--- src/tcp_pkg.sv ---
package tcp_pkg;

    // Timer modes, four-bit code with mode extension on top
    typedef enum logic [3:0] {
        TCP_ONE_SHOT   = 4'h0,
        TCP_CONTINUOUS = 4'h1,
        TCP_COUNTER    = 4'h2,
        TCP_PWM_SINGLE = 4'h3,
        TCP_CAPTURE    = 4'h4,
        TCP_COMPARE    = 4'h5,
        TCP_GATED      = 4'h6,
        TCP_CAP_CMP    = 4'h7,
        TCP_PWM_DUAL   = 4'h8,
        TCP_CAP_RESTART= 4'h9,
        TCP_CMP_COUNTER= 4'hA
    } tcp_mode_e;

    // Interrupt source select codes
    localparam logic [1:0] TCP_IRQ_BOTH    = 2'h0;
    localparam logic [1:0] TCP_IRQ_CAPTURE = 2'h2;
    localparam logic [1:0] TCP_IRQ_RELOAD  = 2'h3;

    // Values after reset and restart
    localparam logic [15:0] TCP_COUNT_START = 16'h0001;
    localparam logic [15:0] TCP_COUNT_RST   = 16'h0000;
    localparam logic [15:0] TCP_RELOAD_RST  = 16'hFFFF;
    localparam logic [7:0]  TCP_PRESC_RST   = 8'h00;

    // Software configuration carried as one group
    typedef struct packed {
        logic       enable;           // Timer running
        tcp_mode_e  mode;             // Mode incl. extension bit
        logic       output_polarity_bit;
        logic [2:0] clock_divide_power;
        logic [2:0] dead_time_delay;
        logic [1:0] irq_source_select;
    } tcp_cfg_s;

endpackage

--- src/tcp_sync.sv ---
`timescale 1ns/10ps
// Two-stage synchroniser for the timer input pin
module tcp_sync
    import tcp_pkg::*;
(
    input  wire logic clk_i,      // System clock
    input  wire logic reset_n_i,  // Async reset, active low
    input  wire logic d_i,        // Asynchronous level
    output logic      q_o         // Synchronised level
);
    logic [1:0] sync_reg;         // Stage one read only by stage two

    // Plain shift; nothing taps the first stage
    always_ff @(posedge clk_i or negedge reset_n_i) begin
        if (!reset_n_i) begin
            sync_reg <= 2'h0;
        end else begin
            sync_reg <= {sync_reg[0], d_i};
        end
    end

    assign q_o = sync_reg[1];
endmodule

--- src/tcp_prescaler.sv ---
`timescale 1ns/10ps
// Power-of-two prescaler giving one tick per divided period
module tcp_prescaler
    import tcp_pkg::*;
#(
    parameter int W = 8           // Divider width, covers 2**7
)(
    input  wire logic       clk_i,     // System clock
    input  wire logic       reset_n_i, // Async reset, active low
    input  wire logic       run_i,     // Timer enabled
    input  wire logic [2:0] power_i,   // Divide exponent
    output logic            tick_o     // One-cycle count enable
);
    logic [W-1:0] cnt_reg;        // Free divider
    logic [W-1:0] mask;           // Low bits that must be all ones

    assign mask   = W'((16'h0001 << power_i) - 16'h0001);
    assign tick_o = run_i && ((cnt_reg & mask) == mask);

    always_ff @(posedge clk_i or negedge reset_n_i) begin
        if (!reset_n_i) begin
            cnt_reg <= W'(TCP_PRESC_RST);
        end else if (!run_i) begin
            cnt_reg <= W'(TCP_PRESC_RST);
        end else begin
            cnt_reg <= cnt_reg + W'(1);
        end
    end
endmodule

--- src/tcp_timer.sv ---
`timescale 1ns/10ps
// 16-bit timer: capture restart, compare, capture/compare,
// PWM dual output and comparator counter
module tcp_timer
    import tcp_pkg::*;
(
    input  wire logic        clk_i,          // System clock
    input  wire logic        reset_n_i,      // Async reset, active low
    input  wire tcp_cfg_s    cfg_i,          // Control fields
    input  wire logic        count_wr_i,     // Load running count
    input  wire logic [15:0] count_wdata_i,  // Count write data
    input  wire logic [15:0] reload_i,       // Reload / compare value
    input  wire logic        pwm_wr_i,       // Load PWM register
    input  wire logic [15:0] pwm_wdata_i,    // PWM write data
    input  wire logic        pin_alt_en_i,   // Output alt function on
    input  wire logic        timer_in_i,     // Timer input pin, async
    output logic [15:0]      count_o,        // Running count
    output logic [15:0]      pwm_o,          // PWM / capture register
    output logic             capture_cause_flag_o, // Last restart by capture, irq or not (capture restart, cap/compare modes)
    output logic             irq_o,          // Interrupt pulse
    output logic             timer_out_pin_o,     // Output pin level
    output logic             timer_out_pin_oe_o,  // Output pin enable
    output logic             timer_out_comp_o,    // Complement level
    output logic             timer_out_comp_oe_o  // Complement enable
);
    // State of the block, apart from synchroniser and prescaler, in one struct
    typedef struct packed {
        logic [15:0] count;       // Running count
        logic [15:0] pwm;         // PWM value, capture result
        logic        cap_flag;    // Capture-cause flag
        logic        irq;         // Interrupt pulse
        logic        started;     // Cap/compare first edge seen
        logic        out_lvl;     // Undelayed output state
        logic        pol_run;     // Polarity latched at enable
        logic [2:0]  dead_cnt;    // Dead time remaining
        logic        out;         // Pin level
        logic        comp;        // Complement level
        logic        comp_oe;     // Complement enable
        logic        in_prev;     // Input level last cycle
        logic        en_prev;     // Enable last cycle
        logic        pin_oe;      // Registered alt-function enable
    } tcp_state_s;

    tcp_state_s st_reg;           // Registered state
    tcp_state_s st_next;          // Next state
    logic       in_sync;          // Synchronised input
    logic       tick;             // Prescaled count enable
    logic       edge_det;         // Selected input edge
    logic       hit_reload;       // Count equals reload
    logic       hit_pwm;          // Count equals PWM value
    logic       pol;              // Polarity in effect

    // Input pin crosses into clock domain first
    tcp_sync u_sync (
        .clk_i     (clk_i),
        .reset_n_i (reset_n_i),
        .d_i       (timer_in_i),
        .q_o       (in_sync)
    );

    tcp_prescaler #(.W(8)) u_presc (
        .clk_i     (clk_i),
        .reset_n_i (reset_n_i),
        .run_i     (cfg_i.enable),
        .power_i   (cfg_i.clock_divide_power),
        .tick_o    (tick)
    );

    // Irq gating by source select
    function automatic logic irq_allow(input logic [1:0] sel,
                                       input logic       is_cap);
        // Both by default, else one kind only
        unique case (sel)
            TCP_IRQ_CAPTURE: irq_allow = is_cap;
            TCP_IRQ_RELOAD:  irq_allow = !is_cap;
            default:         irq_allow = 1'b1;
        endcase
    endfunction

    // Running logic uses polarity latched at enable
    // First enabled cycle has no latched copy yet, so use the field
    assign pol = (cfg_i.enable && st_reg.en_prev) ? st_reg.pol_run
                                                  : cfg_i.output_polarity_bit;

    // Rising for polarity 0, falling for 1
    assign edge_det = pol ? (st_reg.in_prev && !in_sync)
                          : (!st_reg.in_prev && in_sync);
    assign hit_reload = (st_reg.count == reload_i);
    assign hit_pwm    = (st_reg.count == st_reg.pwm);

    // Next-state logic
    always_comb begin
        st_next         = st_reg;
        st_next.irq     = 1'b0;
        st_next.in_prev = in_sync;
        st_next.en_prev = cfg_i.enable;
        // Complement driven in dual mode, even at rest
        st_next.comp_oe = (cfg_i.mode == TCP_PWM_DUAL);
        st_next.pin_oe  = pin_alt_en_i;
        if (cfg_i.enable && !st_reg.en_prev) begin
            st_next.pol_run = cfg_i.output_polarity_bit;
        end
        if (count_wr_i) begin
            st_next.count = count_wdata_i;
        end
        if (pwm_wr_i) begin
            st_next.pwm = pwm_wdata_i;
        end
        if (!cfg_i.enable) begin
            // Disabled: output pin rests at polarity level, complement at its inverse
            st_next.started  = 1'b0;
            st_next.dead_cnt = 3'h0;
            st_next.out_lvl  = cfg_i.output_polarity_bit;
            st_next.out      = cfg_i.output_polarity_bit;
            st_next.comp     = !cfg_i.output_polarity_bit;
        end else begin
            unique case (cfg_i.mode)
                TCP_CAP_RESTART: begin
                    if (edge_det) begin
                        st_next.pwm      = st_reg.count;
                        st_next.count    = TCP_COUNT_START;
                        st_next.cap_flag = 1'b1;
                        st_next.irq = irq_allow(cfg_i.irq_source_select,
                                                1'b1);
                    end else if (tick && hit_reload) begin
                        st_next.count    = TCP_COUNT_START;
                        st_next.cap_flag = 1'b0;
                        st_next.irq = irq_allow(cfg_i.irq_source_select,
                                                1'b0);
                    end else if (tick) begin
                        st_next.count = st_reg.count + 16'h0001;
                    end
                end
                TCP_COMPARE: begin
                    if (tick) begin
                        st_next.count = st_reg.count + 16'h0001;
                        st_next.irq   = hit_reload;
                    end
                end
                TCP_CAP_CMP: begin
                    if (!st_reg.started) begin
                        st_next.started = edge_det;
                    end else if (edge_det) begin
                        st_next.pwm      = st_reg.count;
                        st_next.count    = TCP_COUNT_START;
                        st_next.cap_flag = 1'b1;
                        st_next.irq = irq_allow(cfg_i.irq_source_select,
                                                1'b1);
                    end else if (tick && hit_reload) begin
                        st_next.count    = TCP_COUNT_START;
                        st_next.cap_flag = 1'b0;
                        st_next.irq = irq_allow(cfg_i.irq_source_select,
                                                1'b0);
                    end else if (tick) begin
                        st_next.count = st_reg.count + 16'h0001;
                    end
                end
                TCP_PWM_DUAL: begin
                    if (tick && hit_reload) begin
                        st_next.count   = TCP_COUNT_START;
                        st_next.irq     = 1'b1;
                        st_next.out_lvl = pol;
                        st_next.dead_cnt = cfg_i.dead_time_delay;
                    end else if (tick) begin
                        st_next.count = st_reg.count + 16'h0001;
                        if (hit_pwm) begin
                            st_next.out_lvl  = !pol;
                            st_next.dead_cnt = cfg_i.dead_time_delay;
                        end
                    end
                    // Inactive edge at once, active after delay
                    if (st_next.out_lvl != st_reg.out_lvl) begin
                        if (st_next.out_lvl == !pol) begin
                            // Match: complement drops now, output waits
                            st_next.comp = pol;
                            st_next.out  = (cfg_i.dead_time_delay == 3'h0)
                                         ? !pol : pol;
                        end else begin
                            // Reload: output drops now, complement waits
                            st_next.out  = pol;
                            st_next.comp = (cfg_i.dead_time_delay == 3'h0)
                                         ? !pol : pol;
                        end
                    end else if (st_reg.dead_cnt != 3'h0) begin
                        st_next.dead_cnt = st_reg.dead_cnt - 3'h1;
                        if (st_reg.dead_cnt == 3'h1) begin
                            st_next.out  = st_reg.out_lvl;
                            st_next.comp = !st_reg.out_lvl;
                        end
                    end
                end
                TCP_CMP_COUNTER: begin
                    if (tick && hit_reload) begin
                        st_next.count = TCP_COUNT_START;
                        st_next.irq   = 1'b1;
                        st_next.out   = !st_reg.out;
                    end else if (tick) begin
                        st_next.count = st_reg.count + 16'h0001;
                    end
                end
                default: begin
                    // Other modes: free count with reload
                    if (tick && hit_reload) begin
                        st_next.count = TCP_COUNT_START;
                        st_next.irq   = 1'b1;
                        st_next.out   = !st_reg.out;
                    end else if (tick) begin
                        st_next.count = st_reg.count + 16'h0001;
                    end
                end
            endcase
        end
    end

    // State register
    always_ff @(posedge clk_i or negedge reset_n_i) begin
        if (!reset_n_i) begin
            st_reg          <= '0;
            st_reg.count    <= TCP_COUNT_RST;
            st_reg.comp     <= 1'b1;
        end else begin
            st_reg <= st_next;
        end
    end

    // Outputs straight from flip-flops
    assign count_o              = st_reg.count;
    assign pwm_o                = st_reg.pwm;
    assign capture_cause_flag_o = st_reg.cap_flag;
    assign irq_o                = st_reg.irq;
    assign timer_out_pin_o      = st_reg.out;
    assign timer_out_comp_o     = st_reg.comp;
    assign timer_out_comp_oe_o  = st_reg.comp_oe;
    assign timer_out_pin_oe_o   = st_reg.pin_oe;
endmodule

--- config.mk ---
export PLATFORM = sky130hd
export DESIGN_NAME = tcp_timer
export DESIGN_NICKNAME = d
export VERILOG_FILES = /design/src/tcp_pkg.sv /design/src/tcp_sync.sv /design/src/tcp_prescaler.sv /design/src/tcp_timer.sv
export SDC_FILE = /design/constraint.sdc
export NUM_CORES = 1
export LEC_CHECK = 0
export BUFFER_PORTS_ARGS = -buffer_cell sky130_fd_sc_hd__buf_2
export CAP_MARGIN = 20
export CORE_MARGIN = 2
export CORE_UTILIZATION = 49
export CTS_BUF_LIST = sky130_fd_sc_hd__clkbuf_16
export DETAILED_ROUTE_END_ITERATION = 7
export GPL_TIMING_DRIVEN = 0
export PLACE_DENSITY_LB_ADDON = 0.05
export SYNTH_ARGS = -nofsm -noshare
export SYNTH_HDL_FRONTEND = slang
export SYNTH_HIERARCHICAL = 1
export SYNTH_SLANG_ARGS = --single-unit
export TNS_END_PERCENT = 20
--- constraint.sdc ---
create_clock -name clk_i -period 2.1 [get_ports clk_i]
set_input_delay 0.21 -clock clk_i [delete_from_list [all_inputs] [get_ports clk_i]]
set_output_delay 0.21 -clock clk_i [all_outputs]
set_load 0.05 [all_outputs]
# Yosys cells after proc, flatten, opt, wreduce, memory -nomap -nowiden

Index checks and enable logic that the tools add are counted.

Output and inout port bits: 38
Word-level logic and storage cells: 106
Bits in registers: 56
Input bits: 68

Shift operators: 1
Bitwise gates (word level): 1
Add/sub/neg operators: 4
Reductions and logical operators: 20
Mux-type cells: 43
Eq/ne operators: 21

Operators by type and width:

| kind                                                  | count |
|---|---|
| 2-to-1 mux 16 bit                                     | 6 |
| 2-to-1 mux 34 bit                                     | 2 |
| one-hot mux 16 bit (3 select lines)                   | 1 |
| one-hot mux 17 bit (2 select lines)                   | 1 |
| == test 16 bit                                        | 2 |
| 2-to-1 mux 1 bit                                      | 17 |
| adder 16 x 1 -> 16 bit, second input constant         | 1 |
| 2-to-1 mux 3 bit                                      | 5 |
| 2-to-1 mux 2 bit                                      | 6 |
| 2-to-1 mux 5 bit                                      | 2 |
| inequality test 3 x 1 -> 1 bit, second input constant | 3 |
| adder 8 x 1 -> 8 bit, second input constant           | 1 |
| bitwise AND 8 bit                                     | 1 |
| == test 4 x 3 -> 1 bit, second input constant         | 2 |
| == test 4 bit, second input constant                  | 2 |
| == test 8 bit                                         | 1 |
| 2-to-1 mux 8 bit                                      | 1 |
| inequality test 4 x 2 -> 1 bit, second input constant | 2 |
| left shift 1 x 3 -> 8 bit, first input constant       | 1 |
| subtractor 8 x 1 -> 8 bit, second input constant      | 1 |
| zero test 1 bit                                       | 7 |
| logical AND 1 bit                                     | 6 |
| AND reduction 3 bit                                   | 2 |
| == test 2 bit, second input constant                  | 2 |
| 13 further kinds                                      | 15 |

# Longest topological paths before layout

Depth after elaboration: 14
Depth in mapped cells: 12
Depth with buffers taken out: 11

# Cells and area by module

Netlist, hierarchy kept.

Modules (own cells, without submodules):

| module        | seq. area each (um2) | area each (um2) | cells each | instances |
|---|---|---|---|---|
| tcp_timer     | 1152.4               | 3953.8          | 488        | 1 |
| tcp_prescaler | 175.2                | 360.3           | 35         | 1 |
| tcp_sync      | 50.0                 | 50.0            | 2          | 1 |

# Worst setup path after synthesis

No wires, ideal clock.

Path type: reg-to-reg
Start: register u_presc.cnt_reg[2]
End: register st_reg[6] in the netlist's numbering
Data arrival time: 2.256 ns
Stages on the path, launching flop included: 11
Setup time: 0.082 ns
Slack: -0.238 ns
Period minus slack after synthesis: 2.338 ns
Buffers on the path: 1
Cells stage by stage: dfrtp_1 o21ai_0 o21ai_0 o2111a_1 nand2_1 or2_0 o2111a_1 or3_1 buf_2 or3_1 a31oi_1

Word-level cells in the longest chain between the ends: 11

RTL lines:

| item                                                         | RTL line                           | text |
|---|---|---|
| start: declaration                                           | tcp_prescaler.sv:14                | `logic [W-1:0] cnt_reg;` |
| start signal: assignment                                     | tcp_prescaler.sv:22                | `cnt_reg <= W'(TCP_PRESC_RST);` |
| start signal: assignment                                     | tcp_prescaler.sv:24                | `cnt_reg <= W'(TCP_PRESC_RST);` |
| start signal: assignment                                     | tcp_prescaler.sv:26                | `cnt_reg <= cnt_reg + W'(1);` |
| bitwise AND 8 bit *                                          | tcp_prescaler.sv:18                | `assign tick_o = run_i && ((cnt_reg & mask) == mask);` |
| == test 8 bit *                                              | tcp_prescaler.sv:18                |  |
| logical AND 1 bit *                                          | tcp_prescaler.sv:18                |  |
| net tick                                                     | tcp_timer.sv:47                    | `logic tick;` |
| 2-to-1 mux 1 bit / logical AND 1 bit (equally long branches) | tcp_timer.sv:164, tcp_timer.sv:159 |  |
| 2-to-1 mux 1 bit                                             | tcp_timer.sv:159                   | `if (tick && hit_reload) begin` |
| 2-to-1 mux 1 bit                                             | tcp_timer.sv:117                   | `unique case (cfg_i.mode)` |
| 2-to-1 mux 1 bit                                             | tcp_timer.sv:109                   | `if (!cfg_i.enable) begin` |
| inequality test 1 bit                                        | tcp_timer.sv:172                   | `if (st_next.out_lvl != st_reg.out_lvl) begin` |
| 2-to-1 mux 3 bit *                                           | tcp_timer.sv:172                   |  |
| 2-to-1 mux 3 bit *                                           | tcp_timer.sv:117                   |  |
| 2-to-1 mux 5 bit *                                           | tcp_timer.sv:109                   |  |
| end signal: assignment                                       | tcp_timer.sv:222                   | `st_reg <= st_next;` |
| end: declaration                                             | tcp_timer.sv:44                    | `tcp_state_s st_reg;` |

Mark *: on every way through the listed nets, which the timed path passes. The rest lies on a longest branch. The select of a mux whose other input is x is not followed.
A chain may end at the register's enable or synchronous reset.

# Worst setup path after layout

Start: register st_reg (netlist bit count_o[12])
End: register st_reg[6] in the netlist's numbering

Word-level cells in the longest chain between the ends: 10

RTL lines:

| item                  | RTL line         | text |
|---|---|---|
| == test 16 bit        | tcp_timer.sv:89  | `assign hit_pwm = (st_reg.count == st_reg.pwm);` |
| 2-to-1 mux 1 bit      | tcp_timer.sv:166 | `if (hit_pwm) begin` |
| 2-to-1 mux 1 bit      | tcp_timer.sv:164 | `end else if (tick) begin` |
| 2-to-1 mux 1 bit      | tcp_timer.sv:159 |  |
| 2-to-1 mux 1 bit      | tcp_timer.sv:117 |  |
| 2-to-1 mux 1 bit      | tcp_timer.sv:109 |  |
| inequality test 1 bit | tcp_timer.sv:172 |  |
| 2-to-1 mux 3 bit *    | tcp_timer.sv:172 |  |
| 2-to-1 mux 3 bit *    | tcp_timer.sv:117 |  |
| 2-to-1 mux 5 bit *    | tcp_timer.sv:109 |  |

Every way passes the cells marked *; elsewhere a longest branch is shown, timed or not. The select of a mux whose other input is x is not followed.

==> metrics.md <==
| Metric | Value |
|---|---|
| Max_slew headroom | `47.9%` |
| Worst-Skew Late Latency | `0.29 ns` |
| DRC | `0` |
| Clock sinks | `55` |
| Power Density | `666 nW/µm²` |
| Avg Cell Area, Syn | `8.31 µm²` |
| Vias per std cell | `5.67` |
| Slowest cell on the critical path | `dfrtp_1` |
| Post-route ant nets | `0` |
| Synth Flop Type | `dfrtp_1` |
| Leak Pwr | `between 2 and 3 nW` |
| Post-synth top area share | `a little under a third` |
| Critical Path RT | `2.31 ns` |
| Tot GR Track Use | `between 20 and 30%` |
| First-pass GRT wire length | `21.3 mm` |
| Mapped Nets | `598` |
| Via Count | `around 4300` |
| Top cells by area, synth | `dfrtp_1 (31%), mux2i_1 (6.4%), buf_4 (5.8%), o21ai_0 (5.6%), xnor2_1 (4.8%)` |
| Die W | `slightly below 100 µm` |
| Ys async rst share | `between 90% and 100%` |
| Initial antenna violation count | `0` |
| WL final | `13.4 mm` |
| Post-route minimum period | `2.48 ns` |
| VDD IR max | `334 µV` |
| Largest area contributor in the netlist | `dfrtp_1` |
| Startpoint types | `register` |
| FP Rows | `34` |
| Fmax | `403 MHz` |
| Final Max Slew Viols | `0` |
| Post-synth EDFFs | `0` |
| CP Data Arrival Time | `2.69 ns` |
| Synth Register Bits | `55` |
| Final GP Congestion | `0.904` |
| Hold Path Class | `input port to register` |
| CTS root buffer | `clkbuf_16` |
| Drt pass-1 iters | `5` |
| I/O pin total | `roughly 110` |
| Layout area overhead | `29.7%` |
| Starting Density | `approximately half` |
| Post-Place Cell Area | `5050 µm²` |
| # diodes | `0` |
| Total chip power | `0.00377 W` |
| Unrepaired setup endpoints after global routing | `true` |
| Slowest cell delay on critical path | `0.40 ns` |
| Setup slack after layout | `-0.380 ns` |
| CP Max Fanout | `6` |
| Worst Max-Slew Pin Slew | `0.782 ns` |
| Die area | `between 9000 and 10000 µm²` |
| Grt total ovfl | `0` |
| Die H | `98.4 µm` |
| Clk slew on worst S/H paths | `0.08 ns` |
| Layout cells sized above 1 | `between 30 and 40%` |
| Hold depth | `1` |
| Max-Cap Viols | `0` |
| Final HPWL DP | `9.71 mm` |
| Post-synthesis sequential area ratio | `31.6%` |
| Starting DRT DRC Count | `199` |
| Clock tree buffer depth | `2` |
| Crit end category | `register` |
| Num CTS Buffers | `5` |
| Fin crit share | `118%` |
| Worst r2r path cells | `8` |
| Cells after Synth | `525` |
| Vias in the first global route | `4189` |
| Status | `finished with violations` |
| Netlist cell types | `59` |
| Fin cells | `764` |
| Ys Warns | `6` |
| Largest net degree at the start of global routing | `33` |
| Skew final | `roughly 0.0074 ns` |
| Final Hold Viols | `0` |
| IO buf count | `104` |
| Final Cell Area | `approximately 5700 µm²` |
| CP cell instances | `buf_6, xor2_4, nor4_4, nand4b_4, o2111a_1, or3_4, or3_1, a31oi_1` |
| Placed Cells | `738` |
| Final nets | `roughly 730` |
| Per-cell routed wire length | `17.5 µm` |
| CTS tree | `yes` |
| CORE AREA | `approximately 8700 µm²` |
| Cell area after synthesis | `4360 µm²` |
| Crit Path Class | `register to register` |
| H-tree levels | `2` |
| Failing checks | `setup timing` |
| # setup viols final | `22` |
cell usage after synthesis, drive strengths merged, types with 4 or more instances:
master	instances
nor2b	6
mux2i	28
o211ai	7
nand2b	7
nand3	15
a31oi	8
o21ai	51
dfrtp	54
buf	48
nor3	5
o22ai	9
and2	8
a21oi	30
xnor2	24
inv	14
o221ai	4
clkbuf	23
nor2	37
nand2	51
and3	5
mux2	7
ha	5
xor2	21
nand4	9
or3	5
repair_timing:
action                                 4_1_cts  5_1_grt
resized for setup                           50       33
setup endpoints to repair                   41       40
endpoints found under the hold margin       22        0
pin swaps                                    9        9
hold buffers                                 1        0
buffers inserted                            16        8
final timing paths:
| kind | from | endpoint | slack (ns) |
|---|---|---|---|
| worst max-delay path | count_o[12] | st_reg[6] | -0.38 |
| worst min-delay path | timer_in_i | u_sync/sync_reg[0] | 0.02 |
| max in group asynchronous | reset_n_i | count_o[14] | 1.04 |
| worst min register to register | u_sync/sync_reg[0] | u_sync/sync_reg[1] | 0.35 |
| min in group asynchronous | reset_n_i | u_presc/cnt_reg[2] | 0.46 |
| worst max register to register | count_o[12] | st_reg[6] | -0.38 |
cells by family (layout without fill, tap and decap cells):
| kind of cell | count (synthesis) | count (layout) | share of synthesized area [%] |
|---|---|---|---|
| AOI/OAI and AO/OA | 137 | 137 | 19.3 |
| xor gates and xnor gates | 45 | 45 | 9.55 |
| adders and majority gates | 5 | 5 | 1.43 |
| buffers and inverters | 85 | 216 | 10.9 |
| DFF | 55 | 55 | 31.6 |
| muxes | 35 | 35 | 8.23 |
| and+or+nand+nor | 163 | 163 | 19.1 |
power by group:
group	internal, W	leakage [nW]	switching, W
sequential	0.00117	0.671	0.000112
combinational	0.000591	1.78	0.000926
clock	0.000565	0.0818	0.000409
total	0.00232	2.53	0.00145
cell type report:
| type | count | area, µm² |
|---|---|---|
| Clock buffer | 5 | 125 |
| Fill cell | 774 | 3020 |
| Tap cell | 108 | 135 |
| Timing Repair Buffer | 130 | 742 |
| Buffer | 64 | 443 |
| Clock inverter | 3 | 42.5 |
| Inverter | 14 | 52.6 |
| Sequential cell | 55 | 1380 |
| Multi-Input combinational cell | 385 | 2740 |
layer usage:
layer	track usage (%)	part of all wire (%)
met1	39.4	45
met2	43.5	46
met3	3.08	7.2
met4	8.75	2.0
met5	0	0
cell usage in the layout, fill, tap and decap left out, drive strengths merged, types with 21 or more instances in the layout:
cell type  netlist  final
nor2            37     37
xor2            21     21
mux2i           28     28
xnor2           24     24
o21ai           51     51
nand2           51     51
clkbuf          23     22
dfrtp           54     54
a21oi           30     30
buf             48    176
critical path: cells and delay by family, from the launching register on:
family,cells,cell delay (ns)
simple gates,4,1.20
buf+inv,1,0.15
xor+xnor,1,0.16
compound gates,2,0.49
flops,1,0.40
metrics by stage:
stage               utilization [%]  TNS, ns  worst slack [ns]  hold slack (ns)
floorplan                         -    -1.13            -0.202          -0.0856
global placement               57.9   -21.48            -0.765            0.319
detailed placement             58.1   -22.49            -0.807            0.250
CTS                            63.4    -4.82            -0.408           0.0147
global route                   65.2    -5.25            -0.440           0.0152
finish                         65.2    -3.72            -0.380           0.0187
Power figures use the tool's default switching activity.
